<file path="src/shl_consts.svh">
`ifndef SHL_CONSTS_SVH
`define SHL_CONSTS_SVH

`define SHL_ADDR_W 4
`define SHL_DATA_W 16
`define SHL_REG_CTRL 4'h0
`define SHL_REG_GAIN 4'h1
`define SHL_REG_HEADROOM 4'h2
`define SHL_REG_ROTATION 4'h3
`define SHL_REG_LVL_THR 4'h4
`define SHL_REG_STATUS 4'h5
`define SHL_REG_THRESH 4'h6
`define SHL_REG_SUPPLY 4'h7
`define SHL_REG_MODE 4'h8
`define SHL_CTRL_EN_BIT 0
`define SHL_CTRL_TYPE_BIT 1
`define SHL_STAT_ACTIVE_BIT 0
`define SHL_STAT_BGN_BIT 1
`define SHL_STAT_END_BIT 2
`define SHL_GAIN_RST 4'h0
`define SHL_GAIN_MAX_CODE 4'hE
`define SHL_GAIN_CAP_CODE 4'hC
`define SHL_HR_RST 5'h00
`define SHL_HR_POS_LIM 5'sh08
`define SHL_HR_NEG_LIM 5'sh18
`define SHL_HR_STEPS 6'h28
`define SHL_Q15_UNITY 16'h8000
`define SHL_DIV_LAST 4'hE
`define SHL_HOLD_SAMPLES 32'h0000_0400
`endif

</file>
<file path="src/shl_pkg.sv">
package shl_pkg;
    typedef struct packed {
        logic valid;
        logic signed [23:0] data;
    } shl_smp_t;

    typedef enum logic [1:0] {
        SHL_DIV_IDLE = 2'h0,
        SHL_DIV_RUN = 2'h1,
        SHL_DIV_DONE = 2'h3
    } shl_div_state_t;

    typedef enum logic [2:0] {
        SHL_MODE_OFF = 3'h0,
        SHL_MODE_DISTORTION = 3'h1,
        SHL_MODE_LEVEL = 3'h2,
        SHL_MODE_COMPRESSOR = 3'h3,
        SHL_MODE_COMPRESSOR_LEVEL = 3'h4
    } shl_mode_t;
endpackage

</file>
<file path="src/shl_limiter.sv">
// Implementation choices: the register offsets and the address-and-strobe port.
`include "shl_consts.svh"
module shl_limiter #(
    parameter int HOLD_SAMPLES = `SHL_HOLD_SAMPLES
) (
    input wire logic mclk,
    input wire logic rst_n,
    input wire logic [`SHL_ADDR_W-1:0] reg_addr,
    input wire logic [`SHL_DATA_W-1:0] reg_wdata,
    input wire logic reg_wr,
    input wire logic reg_rd,
    output logic [`SHL_DATA_W-1:0] reg_rdata,
    input wire logic amp_on_high_rail,
    input wire logic [15:0] high_rail_mv,
    input wire logic [15:0] batt_rail_mv,
    input wire logic meas_valid,
    input wire shl_pkg::shl_smp_t smp_in,
    output shl_pkg::shl_smp_t smp_out,
    output logic [2:0] amp_gain_code,
    output logic attenuating,
    output logic attenuation_begin_event,
    output logic attenuation_end_event
);
    import shl_pkg::*;

    function automatic logic [24:0] abs25(input logic signed [23:0] x);
        logic [24:0] ext;
        ext = {x[23], x};
        abs25 = x[23] ? 25'(-ext) : ext;
    endfunction

    // one dB per code
    // no-load peak in mV for 4..16dB over the 3.68dBV baseline
    function automatic logic [15:0] max_peak_mv(input logic [3:0] code);
        case (code)
            4'h0: max_peak_mv = 16'h0975;
            4'h1: max_peak_mv = 16'h0A9C;
            4'h2: max_peak_mv = 16'h0BE8;
            4'h3: max_peak_mv = 16'h0D5C;
            4'h4: max_peak_mv = 16'h0EFD;
            4'h5: max_peak_mv = 16'h10D1;
            4'h6: max_peak_mv = 16'h12DF;
            4'h7: max_peak_mv = 16'h152C;
            4'h8: max_peak_mv = 16'h17C1;
            4'h9: max_peak_mv = 16'h1AA7;
            4'hA: max_peak_mv = 16'h1DE8;
            4'hB: max_peak_mv = 16'h218E;
            default: max_peak_mv = 16'h25A6;
        endcase
    endfunction

    // fixed level thresholds 0..-15dBFS as Q15 ratio
    function automatic logic [15:0] level_ratio(input logic [3:0] code);
        case (code)
            4'h0: level_ratio = 16'h8000;
            4'h1: level_ratio = 16'h7215;
            4'h2: level_ratio = 16'h65AD;
            4'h3: level_ratio = 16'h5A9E;
            4'h4: level_ratio = 16'h50C3;
            4'h5: level_ratio = 16'h47FB;
            4'h6: level_ratio = 16'h4027;
            4'h7: level_ratio = 16'h392D;
            4'h8: level_ratio = 16'h32F5;
            4'h9: level_ratio = 16'h2D6B;
            4'hA: level_ratio = 16'h287A;
            4'hB: level_ratio = 16'h2413;
            4'hC: level_ratio = 16'h2027;
            4'hD: level_ratio = 16'h1CA8;
            4'hE: level_ratio = 16'h198A;
            default: level_ratio = 16'h16C3;
        endcase
    endfunction

    function automatic logic [4:0] sat_headroom(input logic signed [4:0] v);
        if (v > `SHL_HR_POS_LIM) begin
            sat_headroom = `SHL_HR_POS_LIM;
        end else if (v < `SHL_HR_NEG_LIM) begin
            sat_headroom = `SHL_HR_NEG_LIM;
        end else begin
            sat_headroom = v;
        end
    endfunction

    logic tracking_enable;
    logic limiter_type_sel;
    logic [3:0] full_scale_gain_sel;
    logic signed [4:0] headroom_setting_field;
    logic [3:0] compressor_rotation_point;
    logic [3:0] level_threshold_sel;
    logic flag_begin;
    logic flag_end;
    logic [2:0] rail_sync;
    logic rail_high;
    logic [15:0] high_mv_q;
    logic [15:0] batt_mv_q;
    logic supply_seen;
    logic [15:0] track_ratio;
    logic [15:0] hold_cnt;
    logic active;
    shl_smp_t lim_smp;

    // register decode
    wire logic wr_ctrl = reg_wr && reg_addr == `SHL_REG_CTRL;
    wire logic wr_gain = reg_wr && reg_addr == `SHL_REG_GAIN;
    wire logic wr_headroom = reg_wr && reg_addr == `SHL_REG_HEADROOM;
    wire logic wr_rotation = reg_wr && reg_addr == `SHL_REG_ROTATION;
    wire logic wr_lvl = reg_wr && reg_addr == `SHL_REG_LVL_THR;
    wire logic wr_status = reg_wr && reg_addr == `SHL_REG_STATUS;
    wire logic clr_begin = wr_status && reg_wdata[`SHL_STAT_BGN_BIT];
    wire logic clr_end = wr_status && reg_wdata[`SHL_STAT_END_BIT];
    wire logic [3:0] gain_wr_val = (reg_wdata[3:0] > `SHL_GAIN_MAX_CODE) ? `SHL_GAIN_MAX_CODE : reg_wdata[3:0];

    // pick the rail that powers the amplifier
    wire logic [15:0] measured_supply = rail_high ? high_mv_q : batt_mv_q;

    // cap gain at 16dB for the max peak
    wire logic [3:0] capped_gain = (full_scale_gain_sel > `SHL_GAIN_CAP_CODE) ? `SHL_GAIN_CAP_CODE :
        full_scale_gain_sel;
    wire logic [15:0] max_peak_output = max_peak_mv(capped_gain);

    // headroom in 2.5% steps, factor is (40 - steps) / 40
    wire logic [5:0] headroom_factor = `SHL_HR_STEPS - {headroom_setting_field[4], headroom_setting_field};

    // target peak numerator against scaled max peak
    wire logic [21:0] target_peak_output = 22'(measured_supply) * 22'(headroom_factor);
    wire logic [21:0] max_peak_scaled = 22'(max_peak_output) * 22'(`SHL_HR_STEPS);

    logic div_busy;
    logic div_done;
    logic [15:0] div_quo;

    // divider restarts as soon as it is free
    shl_divider #(
        .NUM_W(22)
    ) u_ratio (
        .mclk(mclk),
        .rst_n(rst_n),
        .start(!div_busy),
        .num(target_peak_output),
        .den(max_peak_scaled),
        .busy(div_busy),
        .done(div_done),
        .quo(div_quo)
    );

    // supply tracking threshold, unity until a supply is known
    wire logic [15:0] target_attenuation = supply_seen ? track_ratio : `SHL_Q15_UNITY;
    // level limiter uses the fixed threshold
    wire logic [15:0] thr_ratio = !tracking_enable ? `SHL_Q15_UNITY :
        limiter_type_sel ? level_ratio(level_threshold_sel) : target_attenuation;
    wire shl_mode_t mode = !tracking_enable ? SHL_MODE_OFF :
        !limiter_type_sel ? SHL_MODE_DISTORTION :
        (compressor_rotation_point == 4'h0) ? SHL_MODE_LEVEL :
        (level_threshold_sel == 4'h0) ? SHL_MODE_COMPRESSOR : SHL_MODE_COMPRESSOR_LEVEL;

    wire logic [24:0] limit_mag = {1'b0, thr_ratio, 8'h00};
    wire logic [24:0] in_mag = abs25(smp_in.data);
    wire logic over = in_mag > limit_mag;
    wire logic [23:0] limit_pos = limit_mag[23:0];
    // cut only, never boost
    // threshold never exceeds unity, so passing samples keep their level
    wire logic signed [23:0] limited_data = !over ? smp_in.data :
        smp_in.data[23] ? 24'(-limit_pos) : limit_pos;

    // odd codes take 1dB digital trim below the analog step
    wire logic trim_on = full_scale_gain_sel[0];
    wire logic signed [23:0] trimmed_data = trim_on ? lim_smp.data - (lim_smp.data >>> 3) : lim_smp.data;

    wire logic [15:0] next_hold = !tracking_enable ? 16'h0000 :
        (smp_in.valid && over) ? 16'(HOLD_SAMPLES) :
        (smp_in.valid && hold_cnt != 16'h0000) ? hold_cnt - 16'h0001 : hold_cnt;
    wire logic next_active = next_hold != 16'h0000;

    wire logic [`SHL_DATA_W-1:0] status_word = {13'h0000, flag_end, flag_begin, active};
    wire logic [`SHL_DATA_W-1:0] read_val =
        (reg_addr == `SHL_REG_CTRL) ? {14'h0000, limiter_type_sel, tracking_enable} :
        (reg_addr == `SHL_REG_GAIN) ? {12'h000, full_scale_gain_sel} :
        (reg_addr == `SHL_REG_HEADROOM) ? {11'h000, headroom_setting_field} :
        (reg_addr == `SHL_REG_ROTATION) ? {12'h000, compressor_rotation_point} :
        (reg_addr == `SHL_REG_LVL_THR) ? {12'h000, level_threshold_sel} :
        (reg_addr == `SHL_REG_STATUS) ? status_word :
        (reg_addr == `SHL_REG_THRESH) ? thr_ratio :
        (reg_addr == `SHL_REG_SUPPLY) ? measured_supply :
        (reg_addr == `SHL_REG_MODE) ? {13'h0000, mode} : 16'h0000;

    assign attenuating = active;

    always_ff @(posedge mclk or negedge rst_n) begin
        if (!rst_n) begin
            tracking_enable <= 1'b0;
            limiter_type_sel <= 1'b0;
            full_scale_gain_sel <= `SHL_GAIN_RST;
            headroom_setting_field <= `SHL_HR_RST;
            compressor_rotation_point <= 4'h0;
            level_threshold_sel <= 4'h0;
            reg_rdata <= '0;
        end else begin
            if (wr_ctrl) begin
                tracking_enable <= reg_wdata[`SHL_CTRL_EN_BIT];
                limiter_type_sel <= reg_wdata[`SHL_CTRL_TYPE_BIT];
            end
            // gain codes 4..18dB, larger codes held at 18dB
            if (wr_gain) begin
                full_scale_gain_sel <= gain_wr_val;
            end
            if (wr_headroom) begin
                headroom_setting_field <= sat_headroom(reg_wdata[4:0]);
            end
            if (wr_rotation) begin
                compressor_rotation_point <= reg_wdata[3:0];
            end
            if (wr_lvl) begin
                level_threshold_sel <= reg_wdata[3:0];
            end
            reg_rdata <= reg_rd ? read_val : '0;
        end
    end

    // rail pin: three stages, change taken when last two agree
    always_ff @(posedge mclk or negedge rst_n) begin
        if (!rst_n) begin
            rail_sync <= 3'h0;
            rail_high <= 1'b0;
        end else begin
            rail_sync <= {rail_sync[1:0], amp_on_high_rail};
            if (rail_sync[2] == rail_sync[1]) begin
                rail_high <= rail_sync[2];
            end
        end
    end

    always_ff @(posedge mclk or negedge rst_n) begin
        if (!rst_n) begin
            high_mv_q <= 16'h0000;
            batt_mv_q <= 16'h0000;
            supply_seen <= 1'b0;
            track_ratio <= `SHL_Q15_UNITY;
        end else begin
            if (meas_valid) begin
                high_mv_q <= high_rail_mv;
                batt_mv_q <= batt_rail_mv;
                supply_seen <= 1'b1;
            end
            if (div_done) begin
                track_ratio <= div_quo;
            end
        end
    end

    always_ff @(posedge mclk or negedge rst_n) begin
        if (!rst_n) begin
            lim_smp <= '0;
            smp_out <= '0;
        end else begin
            lim_smp.valid <= smp_in.valid;
            lim_smp.data <= limited_data;
            smp_out.valid <= lim_smp.valid;
            smp_out.data <= trimmed_data;
        end
    end

    always_ff @(posedge mclk or negedge rst_n) begin
        if (!rst_n) begin
            amp_gain_code <= 3'h0;
        end else begin
            amp_gain_code <= 3'((5'(full_scale_gain_sel) + 5'h01) >> 1);
        end
    end

    // activity with hold, begin and end pulses, sticky flags
    always_ff @(posedge mclk or negedge rst_n) begin
        if (!rst_n) begin
            hold_cnt <= 16'h0000;
            active <= 1'b0;
            attenuation_begin_event <= 1'b0;
            attenuation_end_event <= 1'b0;
            flag_begin <= 1'b0;
            flag_end <= 1'b0;
        end else begin
            hold_cnt <= next_hold;
            active <= next_active;
            attenuation_begin_event <= next_active && !active;
            attenuation_end_event <= !next_active && active;
            flag_begin <= (next_active && !active) || (flag_begin && !clr_begin);
            flag_end <= (!next_active && active) || (flag_end && !clr_end);
        end
    end

    wire logic [24:0] lim_out_mag = abs25(lim_smp.data);
endmodule

</file>
<file path="src/shl_divider.sv">
`include "shl_consts.svh"
module shl_divider #(
    parameter int NUM_W = 22
) (
    input wire logic mclk,
    input wire logic rst_n,
    input wire logic start,
    input wire logic [NUM_W-1:0] num,
    input wire logic [NUM_W-1:0] den,
    output logic busy,
    output logic done,
    output logic [15:0] quo
);
    import shl_pkg::*;

    shl_div_state_t state;
    logic [NUM_W:0] rem;
    logic [NUM_W-1:0] den_q;
    logic [3:0] steps;
    logic [14:0] bits;

    wire logic [NUM_W:0] rem_shift = {rem[NUM_W-1:0], 1'b0};
    wire logic fits = rem_shift >= {1'b0, den_q};
    wire logic [NUM_W:0] rem_sub = rem_shift - {1'b0, den_q};
    // ratio at or above one means no attenuation
    wire logic saturate = num >= den;

    assign busy = state != SHL_DIV_IDLE;

    always_ff @(posedge mclk or negedge rst_n) begin
        if (!rst_n) begin
            state <= SHL_DIV_IDLE;
            rem <= '0;
            den_q <= '0;
            steps <= '0;
            bits <= '0;
            done <= 1'b0;
            quo <= `SHL_Q15_UNITY;
        end else begin
            done <= 1'b0;
            case (state)
                SHL_DIV_IDLE: begin
                    if (start && saturate) begin
                        quo <= `SHL_Q15_UNITY;
                        done <= 1'b1;
                    end else if (start) begin
                        rem <= {1'b0, num};
                        den_q <= den;
                        steps <= '0;
                        state <= SHL_DIV_RUN;
                    end
                end
                SHL_DIV_RUN: begin
                    rem <= fits ? rem_sub : rem_shift;
                    bits <= {bits[13:0], fits};
                    steps <= steps + 4'h1;
                    if (steps == `SHL_DIV_LAST) begin
                        state <= SHL_DIV_DONE;
                    end
                end
                SHL_DIV_DONE: begin
                    quo <= {1'b0, bits};
                    done <= 1'b1;
                    state <= SHL_DIV_IDLE;
                end
                default: begin
                    state <= SHL_DIV_IDLE;
                end
            endcase
        end
    end
endmodule

</file>
<file path="config.mk">
export PLATFORM = sky130hd
export DESIGN_NAME = shl_limiter
export DESIGN_NICKNAME = d
export VERILOG_FILES = /design/src/shl_pkg.sv /design/src/shl_limiter.sv /design/src/shl_divider.sv
export VERILOG_INCLUDE_DIRS = /design/src
export SDC_FILE = /design/constraint.sdc
export NUM_CORES = 1
export LEC_CHECK = 0
export ABC_AREA = 1
export BUFFER_PORTS_ARGS = -buffer_cell sky130_fd_sc_hd__buf_2
export CORE_MARGIN = 1.5
export CORE_UTILIZATION = 40
export CTS_CLUSTER_SIZE = 16
export DETAILED_ROUTE_END_ITERATION = 16
export GPL_TIMING_DRIVEN = 0
export SYNTH_ARGS = -nofsm -noshare
export SYNTH_HDL_FRONTEND = slang
export SYNTH_SLANG_ARGS = --single-unit
</file>
<file path="constraint.sdc">
create_clock -name mclk -period 7.65 [get_ports mclk]
set_input_delay 0 -clock mclk [delete_from_list [all_inputs] [get_ports mclk]]
set_output_delay 0 -clock mclk [all_outputs]
set_load 0.02 [all_outputs]
</file>
==> results of run 1 <==
==> sequential cells by signal, summed over array words and instances (netlist names), 2 cells and up <==
register                   cells
u_ratio.quo                   16
high_mv_q                     16
compressor_rotation_point      4
u_ratio.den_q                 17
reg_rdata                     16
headroom_setting_field         5
u_ratio.state                  2
u_ratio.rem                   22
amp_gain_code                  3
lim_smp                       25
full_scale_gain_sel            4
smp_out                       25
track_ratio                   16
hold_cnt                      16
u_ratio.bits                  15
rail_sync                      3
level_threshold_sel            4
u_ratio.steps                  4
batt_mv_q                     16
==> critical path, delay by kind of cell, from the launching register on <==
family | cells | cell delay [ns]
buf+inv | 8 | 2.00
fa+ha+maj | 5 | 1.43
compound gates | 5 | 1.37
simple gates | 18 | 1.73
xor+xnor | 1 | 0.34
flops | 1 | 0.38
==> logic make-up (layout without fill, tap and decap cells) <==
logic type,Yosys count,in the layout,share of synthesized area
DFF,239,239,0.318
buffers and inverters,445,716,0.0937
and+or+nand+nor,1174,1174,0.259
other,0,2,0
AOI/OAI and AO/OA,414,414,0.120
xor gates and xnor gates,87,87,0.0404
adders and majority gates,211,211,0.163
muxes,10,10,0.00598
==> cell usage in the layout (no fill, tap or decap), types with 47 or more instances in the layout <==
cell,n
clkbuf_1,47
fa_1,59
dfrtp_1,237
nand2_1,732
dlygate4sd3_1,98
o21ai_0,193
nand3_1,155
ha_1,151
xor2_1,52
a21oi_1,134
buf_2,128
nor2_1,182
inv_1,356
==> stage by stage <==
stage	hold slack [ns]	area, um2	utilization	setup WS (ns)
after floorplan	-0.296	18800	-	1.79
after global placement	0.116	20200	0.434	0.305
after detailed placement	-0.144	20300	0.435	0.221
after CTS	0.00212	22200	0.478	0.201
after global routing	0.0671	22200	0.478	0.00693
final	0.00726	22300	0.478	0.351
==> layer usage <==
metal / share of wire / vias to the layer above / track usage
li1: - / 8776 / -
met1: 0.44 / 8561 / 0.310
met2: 0.49 / 460 / 0.412
met3: 0.045 / 90 / 0.0235
met4: 0.024 / 2 / 0.0692
met5: 0.00012 / - / 0
==> what timing repair did <==
action | 4_1_cts | 5_1_grt
hold endpoints to repair | 210 | 0
endpoints found under the setup margin | 0 | 62
hold buffers | 98 | 0
gates resized for setup | 0 | 8
==> how the worst min path moves through the flow <==
stage	endpoint	slack, ns	cells past startpoint
after floorplan	amp_gain_code[0]	-0.30	0
after global placement	rail_sync[0]	0.12	1
after detailed placement	smp_out[22]	-0.14	1
after CTS	high_mv_q[6]	0.002	3
after global routing	reg_rdata[4]	0.07	5
final	smp_out[21]	0.007	3
==> area by class of cell <==
| class | count | area [um2] | share of cell area |
|---|---|---|---|
| Antenna cell | 2 | 5.00 | 0.000225 |
| Timing Repair Buffer | 218 | 1640 | 0.0735 |
| Clock buffer | 41 | 863 | 0.0388 |
| Inverter | 367 | 1380 | 0.0622 |
| Multi-Input combinational cell | 1896 | 11100 | 0.499 |
| Buffer | 78 | 389 | 0.0175 |
| Sequential cell | 239 | 5980 | 0.269 |
| Tap cell | 607 | 759 | 0.0341 |
| Clock inverter | 12 | 133 | 0.00596 |
==> impl_metrics.json, run 1 <==
{
  "final-hold-violation-count": 0,
  "synth_commonest_cells": "732 x nand2_1, 356 x inv_1, 237 x dfrtp_1",
  "crit_path_max_incr_delay_ns": 0.76,
  "rsz0062_at_grt": "false",
  "fmax_ghz": 0.137,
  "nFillCells": 4634,
  "critPathCapture": "u_ratio.rem[13]",
  "die_y_um": 220,
  "max_slew_margin": 0.205,
  "syn_area_um2": 18800,
  "worst_r2r_endpoint": "u_ratio.rem[13]",
  "slew_viol_final": 0,
  "ys_types": 57,
  "cts_buffer_depth": 3,
  "stdcell_count": 3460,
  "yosysSeqAreaShare": 0.318,
  "die_w_um": 220,
  "max_cap_violations": 0,
  "reg2reg_depth": 37,
  "syn-instance-count": 2580,
  "io_pins": 130,
  "yosys.area.top_type": "dfrtp_1",
  "port_buffers": 118,
  "dr.first_iter.drc_count": 1211,
  "vias": 17900,
  "wl_per_cell_um": 16.6,
  "root_buffer": "clkbuf_16",
  "postCtsSetupRepairBufs": 0,
  "grt_antenna_before_repair": 1,
  "syn2layout_area_growth_pct": 18.1,
  "grt_pass1_vias": 17500,
  "setup_violations": 0,
  "tightest_slew_ns": 1.18,
  "worst-path-max-fanout": 10,
  "r2r-start": "full_scale_gain_sel[0]",
  "wl_mm": 57.4,
  "grt_usage": 0.237,
  "crit_type": "reg -> reg",
  "avgSynthCellArea_um2": 7.30,
  "gp_congestion": 0.960,
  "grt_pass1_wl_mm": 91.2,
  "arrival_ns": 7.82,
  "finalCritPeriodShare": 0.954,
  "drive_gt1_frac": 0.0870,
  "cp.required_ns": 8.17,
  "dp_hpwl_mm": 44.3,
  "critPathLaunch": "full_scale_gain_sel[0]",
  "fp-row-count": 79,
  "crit_top_cell": "nand2_1",
  "postSynth.asyncResetShare": 1.00,
  "setup_tns_ns": 0,
  "fin_nets": 3123,
  "end_kind": "register",
  "finalClockSkew_ns": 0.0238,
  "synth-edff-count": 0,
  "gr-total-overflow": 0,
  "clock_latency_ns": 0.58,
  "grt_max_degree": 114,
  "dieArea_um2": 48400,
  "via_per_inst": 5.17,
  "hold_class": "in -> async",
  "status": "complete, no violations",
  "crit_path_start_kind": "register",
  "cts_sinks": 239,
  "synth.most_common_cell": "nand2_1",
  "dp.cells": 3307,
  "syn_nets": 2873,
  "first_pass_iters": 5,
  "clk_pin_slew_ns": 0.07,
  "core-area_um2": 46600,
  "critical_path.slowest_cell": "clkbuf_1",
  "initial_core_util": 0.405,
  "rrSetupSlack_ns": 0.35,
  "drt.antenna.violating_nets": 0,
  "yosysWarnings": 0,
  "cts_buffers": 30,
  "cts_tree": "done",
  "synth_area_leaders": "dfrtp_1 31%, nand2_1 15%, ha_1 10%, inv_1 7.1%, fa_1 6.3%",
  "synth-main-ff-cell": "dfrtp_1",
  "synth_top_area_share": 0.315,
  "min_period_ns": 7.30,
  "remaining_drc_errors": 0,
  "cts_max_level": 1,
  "ys_seq_elements": 239
}
Power of run 1 is not shown: default switching activity piles up to over one toggle a cycle in this logic, so the estimate is an artifact.
==> inputs of run 2 (changes only) <==
SYNTH_HIERARCHICAL = 1   (was default)
==> run 2 against run 1 <==
Net effect: critical path depth is 8 lower; flip-flop and latch count is 5 higher; clock-buffer cell count is 1 higher; register-to-register slack better by 0.19 ns; synthesized cell count is 10% higher; non-clock buffer count is 8 higher; global-route usage is 0.13 points higher; utilization is 0.41 points higher; worst setup slack better by 0.19 ns; largest cell class unchanged; via count is 5.6% higher.
==> impl_metrics.json, run 2 <==
{
  "status": "complete, no violations",
  "first_pass_iters": 5,
  "finalClockSkew_ns": 0.0260,
  "gp_congestion": 0.925,
  "wl_per_cell_um": 15.7,
  "clk_pin_slew_ns": 0.06,
  "root_buffer": "clkbuf_16",
  "postCtsSetupRepairBufs": 0,
  "avgSynthCellArea_um2": 7.04,
  "min_period_ns": 7.11,
  "yosys.area.top_type": "dfrtp_1",
  "drt.antenna.violating_nets": 0,
  "via_per_inst": 4.98,
  "clock_latency_ns": 0.59,
  "fmax_ghz": 0.141,
  "fp-row-count": 81,
  "diodes": 0,
  "finalCritPeriodShare": 0.930,
  "die_w_um": 227,
  "yosysSeqAreaShare": 0.306,
  "arrival_ns": 7.60,
  "fin_nets": 3415,
  "rrSetupSlack_ns": 0.54,
  "setup_violations": 0,
  "max_cap_violations": 0,
  "grt_pass1_vias": 19000,
  "nFillCells": 4974,
  "syn2layout_area_growth_pct": 18.5,
  "max_slew_margin": 0.327,
  "synth-edff-count": 0,
  "cts_buffers": 31,
  "grt_antenna_before_repair": 1,
  "remaining_drc_errors": 0,
  "dp_hpwl_mm": 47.0,
  "slew_viol_final": 0,
  "mostFrequentLayoutCell": "nand2_1",
  "synth_area_leaders": "dfrtp_1 30%, nand2_1 15%, ha_1 10%, inv_1 8.6%, fa_1 5.9%",
  "synth_commonest_cells": "789 x nand2_1, 460 x inv_1, 264 x nor2_1",
  "ys_types": 58,
  "yosysWarnings": 6,
  "gr-total-overflow": 0,
  "die_y_um": 227,
  "final_cell_mix": "789 x nand2_1, 460 x inv_1, 264 x nor2_1",
  "cts_tree": "done",
  "vias": 18900,
  "reg_top3": "lim_smp x25, smp_out x25",
  "initial_core_util": 0.407,
  "drive_gt1_frac": 0.0897,
  "grt_pass1_wl_mm": 96.9,
  "setup_tns_ns": 0,
  "tightest_slew_ns": 1.00,
  "hold_class": "in -> async",
  "syn_area_um2": 20000,
  "crit_top_cell": "nand2_1",
  "worst_r2r_endpoint": "u_ratio/den_q[15]",
  "crit_path_start_kind": "register",
  "grt_max_degree": 120,
  "critical_path.slowest_cell": "o21ai_0",
  "critPathLaunch": "rail_high",
  "reg2reg_depth": 29,
  "io_pins": 130,
  "synth.most_common_cell": "nand2_1",
  "wl_mm": 59.8,
  "cts_max_level": 1,
  "ys_seq_elements": 244,
  "crit_path_max_incr_delay_ns": 0.80,
  "port_buffers": 118,
  "worst-path-max-fanout": 10,
  "dieArea_um2": 51300,
  "synth-main-ff-cell": "dfrtp_1",
  "cts_sinks": 244,
  "end_kind": "register",
  "syn-instance-count": 2841,
  "dr.first_iter.drc_count": 1148,
  "postSynth.asyncResetShare": 1.00,
  "synth_top_area_share": 0.303,
  "core-area_um2": 49200,
  "cp.required_ns": 8.14,
  "grt_usage": 0.238,
  "rsz0062_at_grt": "false",
  "r2r-start": "rail_high",
  "crit_type": "reg -> reg",
  "cts_buffer_depth": 3,
  "final-hold-violation-count": 0
}
run 2: kinds of logic (layout without fill, tap and decap cells):
family	after synthesis	count (layout)	share of synthesized area
flops	244	244	0.306
buf+inv	558	846	0.108
compound gates	398	398	0.107
simple gates	1325	1325	0.276
other cells	1	6	0.000188
fa+ha+maj	224	224	0.162
xor+xnor	84	84	0.0368
mux	7	7	0.00394
run 2: worst max-delay path by stage:
stage	end	slack, ns	depth (start not counted)
after detailed placement	u_ratio/rem[21]	-0.03	33
after global placement	u_ratio/rem[21]	0.07	33
after floorplan	u_ratio/rem[10]	1.72	35
after CTS	u_ratio/rem[21]	0.1	33
final	u_ratio/den_q[15]	0.54	29
after global routing	u_ratio/den_q[15]	0.04	31
run 2: routing by layer:
layer / GRT usage / part of all wire / routed length, um / vias to the layer above
li1: - / - / - / 9455
met1: 0.297 / 0.43 / 25700 / 8901
met2: 0.422 / 0.49 / 29400 / 425
met3: 0.0312 / 0.043 / 2540 / 114
met4: 0.0794 / 0.035 / 2110 / 2
met5: 0 / 0.00017 / 10 / -
run 2: area by class of cell:
class / count / area, um2 / share of cell area
buffer: 74 / 355 / 0.0150
clock buffer: 42 / 857 / 0.0362
clock inverter: 16 / 225 / 0.00950
inverter: 484 / 1820 / 0.0768
multi-input combinational: 2044 / 11700 / 0.496
sequential: 244 / 6110 / 0.258
tap: 664 / 831 / 0.0351
timing repair buffer: 230 / 1760 / 0.0741
run 2: stage by stage:
stage	util	setup WS [ns]	instances	hold slack, ns	cell area [um2]
final	0.482	0.536	3798	0.0120	23700
after global routing	0.482	0.0407	3798	0.0500	23700
after CTS	0.482	0.0954	3798	0.00906	23700
after detailed placement	0.437	-0.0287	3630	-0.163	21500
after global placement	0.436	0.0696	3628	0.111	21400
after floorplan	-	1.72	2846	-0.296	20000
run 2: critical path: cells and delay by family (launching register included):
kind,cells,cell delay (ns)
and+or+nand+nor,9,1.24
DFF,1,0.43
adders and majority gates,5,2.25
xor gates and xnor gates,1,0.18
AOI/OAI and AO/OA,7,1.73
buffers and inverters,7,1.17
run 2: what timing repair did:
action,in CTS,in global routing
hold buffers,110,0
hold endpoints to repair,224,0
gates resized for setup,1,10
endpoints found under the setup margin,16,67
Power of run 2 is left out for the same reason.
